## src/tel_pkg.sv

```systemverilog
// Telegram layout, type codes, status codes and requester register map
package tel_pkg;
  localparam int TEL_W = 128;
  localparam int UD_BYTES = 12;
  localparam int UD_W = 96;
  // Bit positions of header bytes in a telegram word, B0 uppermost
  localparam int B0_LSB = 120;
  localparam int B1_LSB = 112;
  localparam int B2_LSB = 104;
  localparam int B3_LSB = 96;
  localparam int TYPE_LSB = 4;
  localparam logic [2:0] TYPE_ZERO = 3'h0;
  localparam logic [2:0] TYPE_VALUE = 3'h1;
  localparam logic [2:0] TYPE_FETCH = 3'h2;
  localparam logic [2:0] TYPE_DEFINE = 3'h3;
  localparam logic [2:0] TYPE_CMD = 3'h4;
  localparam logic [2:0] TYPE_PARAM = 3'h6;
  localparam logic RESERVED_BIT = 1'b0;
  localparam logic [3:0] NIBBLE_ZERO = 4'h0;
  localparam logic [7:0] COMMON_REQ = 8'h00;
  localparam logic [7:0] ZERO_PKG = 8'h00;
  // Communication status codes
  localparam logic [3:0] CST_OK = 4'h0;
  localparam logic [3:0] CST_BAD_TYPE = 4'h1;
  localparam logic [3:0] CST_BAD_PKG = 4'h2;
  localparam logic [3:0] CST_TOO_LONG = 4'h3;
  localparam logic [3:0] CST_UNDEF = 4'h4;
  // Requester registers on APB
  localparam logic [7:0] REG_REQ_HDR = 8'h00;
  localparam logic [7:0] REG_REQ_D0 = 8'h04;
  localparam logic [7:0] REG_REQ_D1 = 8'h08;
  localparam logic [7:0] REG_REQ_D2 = 8'h0C;
  localparam logic [7:0] REG_CTRL = 8'h10;
  localparam logic [7:0] REG_STATUS = 8'h14;
  localparam logic [7:0] REG_RSP_HDR = 8'h18;
  localparam logic [7:0] REG_RSP_D0 = 8'h1C;
  localparam logic [7:0] REG_RSP_D1 = 8'h20;
  localparam logic [7:0] REG_RSP_D2 = 8'h24;
  localparam int CTRL_SEND = 0;
  localparam int CTRL_AUTO = 1;
  localparam int STAT_BUSY = 0;
  localparam int STAT_DONE = 1;
  localparam logic [31:0] WORD_ZERO = 32'h0000_0000;
endpackage

```

## src/telegram_if.sv

```systemverilog
// Cyclic telegram channel between requester and package engine
`timescale 1ns/1ns
interface telegram_if;
  logic req_valid;
  logic [127:0] req_tel;
  logic rsp_valid;
  logic [127:0] rsp_tel;
  modport device_mp (input req_valid, input req_tel, output rsp_valid, output rsp_tel);
  modport host_mp (output req_valid, output req_tel, input rsp_valid, input rsp_tel);
endinterface

```

## src/package_engine.sv

```systemverilog
// Device end: defines, stores and returns measurand packages
//
// The address map and the APB interface to the registers were left to the implementer.
`timescale 1ns/1ns
// Function
// Define request first byte is 0x30
// Define request byte one is package number
// Define length upper nibble, selector lower nibble
// Package values fit twelve bytes total
// Build package from identifiers in order
// Ignore request error nibble and common status
// Reply status nibble, echoed type, common status
// First byte bit seven always zero
// Echo package number in byte one
// Define reply reports zero length
// Fetch request first byte is 0x20
// Fetch request byte one names package
// Fetch length nibble zero, selector lower
// Fetch reply length is returned byte count
// Fetch reply echoes dataset selector
// Fetch reply carries formatted measured values
// Telegram type codes as listed
// Package zero request fetches package 0
// Sixteen byte telegrams, excess bytes ignored
// Definitions stored per package number
module package_engine
  import tel_pkg::*;
#(
  parameter int NUM_PKG = 16
)(
  input wire logic pclk, // Clock, 125 MHz
  input wire logic presetn, // Async reset, active low
  telegram_if.device_mp tl, // Telegram channel
  output logic [7:0] val_id, // Measurand identifier being looked up
  output logic [3:0] val_ds, // Dataset selector of lookup
  input wire logic [31:0] val_data, // Formatted value for val_id, low-aligned
  input wire logic [2:0] val_len, // Its size in bytes
  input wire logic [7:0] common_status // Common status to report
);
  localparam int PW = $clog2(NUM_PKG);

  typedef enum logic [1:0] {IDLE, LOOK, REPLY} eng_state_e;

  eng_state_e state_r;
  logic [2:0] type_r;
  logic [7:0] pkg_r;
  logic [3:0] ds_r;
  logic [3:0] cst_r;
  logic [3:0] idx_r;
  logic [3:0] fill_r;
  logic [95:0] buf_r;
  logic rsp_valid_r;
  logic [127:0] rsp_tel_r;
  logic [7:0] val_id_r;
  logic [3:0] val_ds_r;
  logic [7:0] ids_r [NUM_PKG][UD_BYTES];
  logic [3:0] cnt_r [NUM_PKG];
  logic [NUM_PKG-1:0] defd_r;

  ////////////////////////////////////////////////////////////////////////
  // Request decode
  logic take;
  logic [2:0] rq_type;
  logic [7:0] rq_pkg;
  logic [3:0] rq_len;
  logic [3:0] rq_ds;
  logic [7:0] look_pkg;
  logic is_define;
  logic is_fetch;
  logic pkg_ok;
  logic [PW-1:0] pidx;
  logic [PW-1:0] cur_pidx;
  logic len_ok;
  logic [95:0] rq_ud;

  // No retake while the previous answer is still on the channel
  assign take = (state_r == IDLE) && tl.req_valid && !rsp_valid_r;
  assign rq_type = tl.req_tel[B0_LSB + TYPE_LSB +: 3];
  assign rq_pkg = tl.req_tel[B1_LSB +: 8];
  assign rq_len = tl.req_tel[B2_LSB + 4 +: 4];
  assign rq_ds = tl.req_tel[B2_LSB +: 4];
  assign rq_ud = tl.req_tel[UD_W-1:0];
  assign is_define = rq_type == TYPE_DEFINE;
  assign is_fetch = (rq_type == TYPE_FETCH) || (rq_type == TYPE_ZERO);
  assign look_pkg = (rq_type == TYPE_ZERO) ? ZERO_PKG : rq_pkg;
  assign pkg_ok = look_pkg < 8'(NUM_PKG);
  assign pidx = look_pkg[PW-1:0];
  assign cur_pidx = pkg_r[PW-1:0];
  assign len_ok = rq_len <= 4'(UD_BYTES);

  ////////////////////////////////////////////////////////////////////////
  // Packing of looked-up values
  logic [95:0] pk_buf;
  logic [3:0] pk_fill;
  logic pk_fits;
  logic [3:0] idx_nxt;
  logic last;

  value_packer u_packer (
    .buf_in(buf_r),
    .fill_in(fill_r),
    .val(val_data),
    .len(val_len),
    .buf_out(pk_buf),
    .fill_out(pk_fill),
    .fits(pk_fits)
  );

  assign idx_nxt = idx_r + 4'h1;
  assign last = idx_nxt >= cnt_r[cur_pidx];

  ////////////////////////////////////////////////////////////////////////
  // Response assembly
  logic define_rsp;
  logic [3:0] rsp_len;
  logic [95:0] rsp_ud;
  logic [127:0] rsp_word;

  assign define_rsp = type_r == TYPE_DEFINE;
  assign rsp_len = define_rsp ? NIBBLE_ZERO : fill_r;
  assign rsp_ud = define_rsp ? 96'h0 : buf_r;
  assign rsp_word = {RESERVED_BIT, type_r, cst_r, pkg_r, rsp_len, ds_r,
                     common_status, rsp_ud};

  ////////////////////////////////////////////////////////////////////////
  // Package store
  always_ff @(posedge pclk or negedge presetn) begin
    if (!presetn) begin
      defd_r <= '0;
    end else if (take && is_define && pkg_ok && len_ok) begin
      defd_r[pidx] <= 1'b1;
    end
  end

  // Identifiers in request order; unused slots are don't-care
  always_ff @(posedge pclk) begin
    if (take && is_define && pkg_ok && len_ok) begin
      cnt_r[pidx] <= rq_len;
      for (int i = 0; i < UD_BYTES; i++) begin
        ids_r[pidx][i] <= rq_ud[UD_W - 8 - 8 * i +: 8];
      end
    end
  end

  ////////////////////////////////////////////////////////////////////////
  // Sequencer
  always_ff @(posedge pclk or negedge presetn) begin
    if (!presetn) begin
      state_r <= IDLE;
      type_r <= TYPE_ZERO;
      pkg_r <= ZERO_PKG;
      ds_r <= NIBBLE_ZERO;
      cst_r <= CST_OK;
      idx_r <= NIBBLE_ZERO;
      fill_r <= NIBBLE_ZERO;
      buf_r <= '0;
      val_id_r <= ZERO_PKG;
      val_ds_r <= NIBBLE_ZERO;
    end else begin
      unique case (state_r)
        IDLE: begin
          if (take) begin
            type_r <= rq_type;
            pkg_r <= look_pkg;
            ds_r <= is_define ? rq_ds : rq_ds;
            val_ds_r <= rq_ds;
            idx_r <= NIBBLE_ZERO;
            fill_r <= NIBBLE_ZERO;
            buf_r <= '0;
            state_r <= REPLY;
            val_id_r <= ids_r[pidx][0];
            if (!is_define && !is_fetch) begin
              cst_r <= CST_BAD_TYPE;
            end else if (!pkg_ok) begin
              cst_r <= CST_BAD_PKG;
            end else if (is_define) begin
              cst_r <= len_ok ? CST_OK : CST_TOO_LONG;
            end else if (!defd_r[pidx]) begin
              cst_r <= CST_UNDEF;
            end else begin
              cst_r <= CST_OK;
              if (cnt_r[pidx] != NIBBLE_ZERO) begin
                state_r <= LOOK;
              end
            end
          end
        end
        LOOK: begin
          // One value per cycle; the source answers val_id combinationally
          if (!pk_fits) begin
            cst_r <= CST_TOO_LONG;
            state_r <= REPLY;
          end else begin
            buf_r <= pk_buf;
            fill_r <= pk_fill;
            idx_r <= idx_nxt;
            // Past the last id the index may leave the array
            if (last) begin
              state_r <= REPLY;
            end else begin
              val_id_r <= ids_r[cur_pidx][idx_nxt];
            end
          end
        end
        REPLY: begin
          state_r <= IDLE;
        end
      endcase
    end
  end

  always_ff @(posedge pclk or negedge presetn) begin
    if (!presetn) begin
      rsp_valid_r <= 1'b0;
      rsp_tel_r <= '0;
    end else begin
      rsp_valid_r <= state_r == REPLY;
      if (state_r == REPLY) begin
        rsp_tel_r <= rsp_word;
      end
    end
  end

  assign tl.rsp_valid = rsp_valid_r;
  assign tl.rsp_tel = rsp_tel_r;
  assign val_id = val_id_r;
  assign val_ds = val_ds_r;
endmodule

```

## src/value_packer.sv

```systemverilog
// Places one measured value big-endian into the user data area
`timescale 1ns/1ns
module value_packer
  import tel_pkg::*;
(
  input wire logic [95:0] buf_in, // User data so far, D00 uppermost
  input wire logic [3:0] fill_in, // Bytes already used
  input wire logic [31:0] val, // Value, low-aligned
  input wire logic [2:0] len, // Value size in bytes
  output logic [95:0] buf_out, // User data with value added
  output logic [3:0] fill_out, // Bytes used afterwards
  output logic fits // Value fits in the area
);
  logic [4:0] total;
  assign total = {1'b0, fill_in} + {2'b00, len};
  assign fits = total <= 5'(UD_BYTES);
  assign fill_out = total[3:0];

  always_comb begin
    int k;
    k = 0;
    buf_out = buf_in;
    for (int j = 0; j < UD_BYTES; j++) begin
      k = j - int'(fill_in);
      if (k >= 0 && k < int'(len)) begin
        buf_out[UD_W - 8 - 8 * j +: 8] = val[8 * (int'(len) - 1 - k) +: 8];
      end
    end
  end
endmodule

```

## src/flat_wrapper.sv

```systemverilog
// flat-port wrapper written by rule: the top's interface ports become plain ports
module package_engine_flat import tel_pkg::*;
#(
  parameter int NUM_PKG = 16
)
  (pclk, presetn, val_id, val_ds, val_data, val_len, common_status, tl_req_valid, tl_req_tel, tl_rsp_valid, tl_rsp_tel);
  telegram_if tl_i ();
  input wire logic pclk;
  input wire logic presetn;
  output logic [7:0] val_id;
  output logic [3:0] val_ds;
  input wire logic [31:0] val_data;
  input wire logic [2:0] val_len;
  input wire logic [7:0] common_status;
  input wire logic [$bits(tl_i.req_valid)-1:0] tl_req_valid;
  input wire logic [$bits(tl_i.req_tel)-1:0] tl_req_tel;
  output wire logic [$bits(tl_i.rsp_valid)-1:0] tl_rsp_valid;
  output wire logic [$bits(tl_i.rsp_tel)-1:0] tl_rsp_tel;
  assign tl_i.req_valid = tl_req_valid;
  assign tl_i.req_tel = tl_req_tel;
  assign tl_rsp_valid = tl_i.rsp_valid;
  assign tl_rsp_tel = tl_i.rsp_tel;
  package_engine #(.NUM_PKG(NUM_PKG)) u_core (.pclk(pclk), .presetn(presetn), .tl(tl_i), .val_id(val_id), .val_ds(val_ds), .val_data(val_data), .val_len(val_len), .common_status(common_status));
endmodule
```

## config.mk

```make
export PLATFORM = sky130hd
export DESIGN_NAME = package_engine_flat
export DESIGN_NICKNAME = d
export VERILOG_FILES = /design/src/tel_pkg.sv /design/src/telegram_if.sv /design/src/package_engine.sv /design/src/value_packer.sv /design/src/flat_wrapper.sv
export SDC_FILE = /design/constraint.sdc
export NUM_CORES = 2
export LEC_CHECK = 0
export ABC_AREA = 1
export BUFFER_PORTS_ARGS = -buffer_cell sky130_fd_sc_hd__buf_2
export CAP_MARGIN = 20
export CORE_UTILIZATION = 33
export DETAILED_ROUTE_END_ITERATION = 16
export GPL_ROUTABILITY_DRIVEN = 0
export HOLD_SLACK_MARGIN = 0.02
export SLEW_MARGIN = 20
export SYNTH_ARGS = -nofsm -noshare
export SYNTH_HDL_FRONTEND = slang
export SYNTH_SLANG_ARGS = --single-unit
```

## constraint.sdc

```tcl
create_clock -name pclk -period 11 [get_ports pclk]
set_clock_uncertainty 0.15 [all_clocks]
set_input_delay 1.1 -clock pclk [delete_from_list [all_inputs] [get_ports pclk]]
set_output_delay 1.1 -clock pclk [all_outputs]
set_load 0.05 [all_outputs]
```

* After elaboration in Yosys (flattened, before gate mapping)
Memory sizes are Yosys's and may differ from the RTL's.
Cells that the tools add are included.
** Cells by class
- Muxes and demuxes :: 53
- Bitwise operators :: 2
- Equality and inequality tests :: 22
- Shifts and indexed selects :: 12
- Reduce and logical (&&, ||, !) cells :: 44
- $lt $le $gt $ge :: 31
- Add/sub/neg operators :: 27
** Operators with widths (count)
- indexed part select 32 x 32 -> 8 bit :: 11
- two-way mux 96 bit :: 3
- case mux 96 bit (2 select lines) :: 1
- two-way mux 8 bit :: 18
- subtractor 4 x 5 -> 6 bit :: 12
- >= comparator 5 x 1 -> 1 bit, second input constant :: 12
- < comparator 5 x 4 -> 1 bit :: 12
- AND reduction 4 bit :: 13
- two-way mux 4 bit :: 9
- binary-select mux 8 bit (select 4 bit) :: 1
- indexed part select 32 x 9 -> 8 bit :: 1
- != test 2 bit, second input constant :: 14
- case mux 4 bit (2 select lines) :: 3
- subtractor 3 x 4 -> 5 bit, first input constant :: 4
- subtractor 4 x 4 -> 5 bit, first input constant :: 4
- logical AND 1 bit :: 19
- two-way mux 2 bit :: 9
- bitwise OR 16 bit :: 1
- case mux 8 bit (2 select lines) :: 1
- subtractor 1 x 4 -> 5 bit, first input constant :: 2
- subtractor 2 x 4 -> 5 bit, first input constant :: 2
- equality test 3 x 2 -> 1 bit, second input constant :: 3
- < comparator 8 x 5 -> 1 bit, second input constant :: 1
- case mux 2 bit (3 select lines) :: 1
- other kinds (26) :: 34
** Storage, ports and cells
- Output and inout bits :: 141
- Input port bits :: 174
- Bits in writable memories :: 1600
- Memories :: 2
- Register bits :: 277
- Logic and storage cells :: 216
** Memories
- u_core.ids_r :: words 16, bits a word 96, read ports 2, clocked after memory_dff 0, wr ports 1, RTL line package_engine.sv:56 : logic [7:0] ids_r [NUM_PKG][UD_BYTES];
- u_core.cnt_r :: words 16, bits a word 4, read ports 2, clocked after memory_dff 0, wr ports 1, RTL line package_engine.sv:57 : logic [3:0] cnt_r [NUM_PKG];

* Longest topological paths before layout
An unclocked memory read counts as a cell.
- Depth in word-level cells :: 11
- Gate-level depth with buffers :: 22
- Depth with buffers taken out :: 18

* Modules after synthesis
Synthesis repeated with hierarchy kept, for this count alone.
** Unflattened totals
- Cells, all modules :: 7447
- Area total of the unflattened synthesis :: 80957.6 µm²
** Modules (own cells, without submodules)
- package_engine :: area each 76549.7 µm², seq. area each 54927.7 µm², instances 1, cells an instance 6549
- value_packer :: area each 4408.0 µm², seq. area each 0.0 µm², instances 1, cells an instance 898

* Worst setup path after synthesis
Ideal clock, no wire load.
- Kind :: input to register
- Start :: input port tl_req_tel[124]
- End :: memory u_core.cnt_r[12][0] (enable)
- Buffers on the path :: 0
- Stages :: 8
- Data arrival time :: 6.189 ns
- Data required time :: 10.290 ns
- Path slack :: 4.101 ns
- Library setup time :: 0.560 ns
- Cells stage by stage :: inv_1 > nand2_1 > nor2_1 > nor2_1 > inv_1 > nor2_1 > nand2_1 > nor2_1
** Between the ends
- Word-level cells in the longest chain between the ends :: 7
- Elaborated cells on any way between the ends :: 9
- Classes of those cells :: order compare: 1; eq/ne: 1; mux: 3; reduce/logical: 4
** Ends and longest elaborated chain
- start, declared :: RTL line flat_wrapper.sv:16 : input wire logic [$bits(tl_i.req_tel)-1:0] tl_req_tel;
- zero test 3 bit :: RTL line package_engine.sv:85 : assign look_pkg = (rq_type == TYPE_ZERO) ? ZERO_PKG : rq_pkg;
- two-way mux 8 bit :: RTL line package_engine.sv:85
- < comparator 8 x 5 -> 1 bit :: RTL line package_engine.sv:86 : assign pkg_ok = look_pkg < 8'(NUM_PKG);
- logical AND 1 bit (2 in a row) :: RTL line package_engine.sv:137 : if (take && is_define && pkg_ok && len_ok) begin
- two-way mux 1 bit :: RTL line package_engine.sv:137
- two-way mux 1 bit (implied by the code) :: RTL line package_engine.sv:138 : cnt_r[pidx] <= rq_len;
- end, declared :: RTL line package_engine.sv:57
Several ways; a longest one is shown, not always the timed one.

* Worst setup path in the final report
- Start :: register u_core.pkg_r[0]
- End :: register u_core.val_id_r[2], in the netlist u_core.val_id[2]
** Between the ends
- Word-level cells in the longest chain between the ends :: 7
- Elaborated cells on any way between the ends :: 11
- Classes of those cells :: order compare: 1; eq/ne: 1; mux: 6; reduce/logical: 1; memory: 2
** Ends and longest elaborated chain
- start, declared :: RTL line package_engine.sv:46 : logic [7:0] pkg_r;
- start signal, assigned :: RTL line package_engine.sv:164 : pkg_r <= look_pkg;
- memory read (16 x 96 bit)
- binary-select mux 8 bit (select 4 bit) :: RTL line package_engine.sv:201 : val_id_r <= ids_r[cur_pidx][idx_nxt];
- two-way mux 8 bit (implied by the code) (2 in a row) :: RTL line package_engine.sv:201
- two-way mux 8 bit :: RTL line package_engine.sv:198 : if (last) begin
- two-way mux 8 bit :: RTL line package_engine.sv:190 : if (!pk_fits) begin
- case mux 8 bit (2 select lines) :: RTL line package_engine.sv:160 : unique case (state_r)
- end signal, assigned :: RTL line package_engine.sv:171 : val_id_r <= ids_r[pidx][0];
- end signal, assigned :: RTL line package_engine.sv:201
- end, declared :: RTL line package_engine.sv:54 : logic [7:0] val_id_r;
Several ways; a longest one is shown, not always the timed one. The select of a mux whose other input is x is not followed.
A chain may end at the register's enable or synchronous reset.

==> flow_summary.ini <==
[placed_design]
dpl.hpwl_microns = 118000
place_area_sq_um = 83400
dp.cells = 10200
dp_slack_ps = 5410
portBuffers = 299

[detailed_routing]
vias = 54500
routed_wl_microns = 228000
drt-initial-drc-count = 6082
final_antenna_net_count = 0
drc = 0
wl_per_cell_microns = 21.7
firstDrtPassIters = 6
routed_via_density = 5.17

[timing]
relSlewSlack_pct = 15.7
fin_ws_ps = 5620
hold_viol_final = 0
fmax_mhz = 186
min_period_ps = 5380
drv_slew = 0
max_slew.worst_pin.slew_ps = 1260
setup_viol = 0
fin_tns_setup_ps = 0
fin_crit_sh_pct = 48.9
rsz0062_at_grt = false

[floorplanning]
die_h_microns = 491
initial_core_util_pct = 33.2
dieArea_sq_um = 241000
core_area_sq_um = 238000
die_w_microns = 491
io_pins = 315
rows = 179

[synth]
syn_area_sq_um = 78800
seq_area_frac_synth_pct = 69.7
syn_avg_cell_area_sq_um = 11.2
syn-instance-count = 7060
synth_seq_cells = 1875
yosys_warnings = 0
synth.distinct_cells = 47

[global_route]
antenna_found_initial = 57
globalRouteTotalUtil_pct = 18.5
grt_max_degree = 197
grt_overflow = 0
first_global_vias = 51300
grt_pass1_wl_microns = 336000

[clock_network]
cts.sinks = 1875
cts_setup_buffers = 0
cts_resized = 0
cts.clk_slew.worst_paths_ps = 60
cts_tree = done
cts_root_buffer = clkbuf_16
clock_latency_ps = 860
cts_hold_buf = 0
cts_buffer_depth = 3
cts_made_buffers = 191
htreeDepth = 4

[critical_path]
cp-start-kind = flip-flop
path_class = flip-flop to flip-flop
arrival_ps = 5950
end_kind = flip-flop
reg2reg_depth = 15
required_ps = 11570
critPathMaxFanout = 93

[power_and_ir_drop]
fin_total_pwr_mw = 21.1
ir_worst_vdd_uv = 198
power_density_nw_per_um2 = 235
p_leak_nw = 33.4

[hold_path]
hold_class = primary input to asynchronous set/reset pin

[cells_and_area]
final_cell_area_sq_um = 89800
final_cells = 10500
areaGrowthSynthToFinish_pct = 14.0
nNetsFinal = 7426
drive_gt1_share_pct = 10.2

[status]
status = complete, no violations

[run]
max_cap_viol_count = 0
[worst max-delay path, cell delays in order, from the launching register on]
cell and delay (ps):
dfrtp_4 1010, buf_4 930, buf_4 750, buf_4 730, nand2_1 120, nand3_1 120, nand3_1 90, nand3_1 130
nand2_1 80, nand2_1 60, nand3_1 210, nand3_1 170, nand3_1 180, nand2_1 180, nand2_1 80, nand2_1 60
[cell usage after synthesis, drive strengths merged]
cell type	number	area, sq um
nand4	3	18.8
dfrtp	275	6880
nand3	1523	7630
a22oi	63	473
clkinv	1	3.75
mux2i	8	80.1
a211oi	2	15.0
nor2	99	379
o21a	36	270
a21oi	84	465
clkbuf	193	724
o221ai	8	70.1
conb	1	3.75
a21o	2	15.0
o211ai	6	45.0
edfxtp	1600	48000
nor4	2	12.5
fa	5	100
mux2	21	236
inv	252	946
nand2	2156	8100
ha	52	651
or2	14	87.6
or3	1	6.26
buf	248	1210
o22ai	10	62.6
xor2	19	181
nand3b	2	15.0
o21ai	299	1500
a21boi	1	18.8
nor3	5	25.0
a31oi	1	6.26
o31ai	60	450
xnor2	8	104
[area by class of cell]
class	instances	area (sq um)
antenna	17	42.5
clock buffer	232	5000
clock inverter	115	1350
fill	22700	148000
inverter	253	977
multi-input combinational	4492	21200
sequential	1875	54900
tap	3167	3960
timing repair buffer	382	2360
[logic make-up (layout without fill, tap and decap cells)]
family          Yosys count  count (layout)  share of synthesized area (%)
compound gates          572             572                           4.30
xor+xnor                 27              27                          0.362
flops                  1875            1875                           69.7
buf+inv                 694             982                           3.66
simple gates           3805            3805                           20.6
mux                      29              29                          0.402
other cells               1              19                        0.00476
fa+ha+maj                57              57                          0.952
[flip-flops by register name, summed over array words and instances, names as in the netlist]
signal               flops
u_core.val_ds            4
u_core.cst_r             3
u_core.buf_r            96
u_core.state_r           2
u_core.ids_r          1536
u_core.pkg_r             8
u_core.val_id            8
u_core.tl.rsp_tel      126
u_core.defd_r           16
u_core.cnt_r            64
u_core.type_r            3
u_core.tl.rsp_valid      1
u_core.fill_r            4
u_core.idx_r             4
[stage by stage]
step | hold WS, ps | util [%]
2_1_floorplan | 277 | -
3_3_place_gp | 289 | 35.1
3_5_place_dp | 295 | 35.1
4_1_cts | 83.7 | 37.8
5_1_grt | 126 | 37.8
6_report | 102 | 37.8
[per-layer routing]
layer,share of wire (%),vias to the layer above,GRT usage (%)
li1,-,25000,-
met1,42,26700,24.7
met2,47,2288,29.6
met3,8.2,471,3.70
met4,3.4,46,6.70
met5,0.12,-,0
[power breakdown]
part / switching, mW / leakage (nW) / total, mW / internal, mW
logic: 4.64 / 12.4 / 6.34 / 1.70
clock network: 2.81 / 3.08 / 6.56 / 3.75
registers: 0.288 / 17.9 / 8.24 / 7.95
[placed cells by master (no fill, tap or decap), types with 14 or more instances in the layout]
master     netlist  layout
a22oi_1         63      63
buf_2          163     298
nand2_1       2153    2153
buf_4            9      65
nor2_1          96      79
nand3_1       1522    1522
or2_2           14      14
dfrtp_1        275     270
inv_1          244     240
clkbuf_1       193      37
ha_1            52      51
xor2_1          17      17
clkinv_1         1      37
o21ai_0        290     290
o21a_1          36      36
bufinv_16        0      21
diode_2          0      17
buf_12           0      15
clkbuf_16        0     193
mux2_2          21      21
o31ai_1         60      60
a21oi_1         80      80
clkinv_2         0      35
nor2_4           0      19
edfxtp_1      1600    1600
[path summary, 6_finish.rpt]
path / start / to / slack (ps)
max: u_core.pkg_r[0] / u_core.val_id[2] / 5620
min: presetn / u_core.val_ds[1] / 100
max reg2reg: u_core.pkg_r[0] / u_core.val_id[2] / 5620
min reg2reg: u_core.defd_r[7] / u_core.defd_r[7] / 310
max in group asynchronous: presetn / u_core.pkg_r[2] / 9170
min in group pclk: u_core.defd_r[7] / u_core.defd_r[7] / 310
No activity file was read; power rests on OpenSTA's default activity.
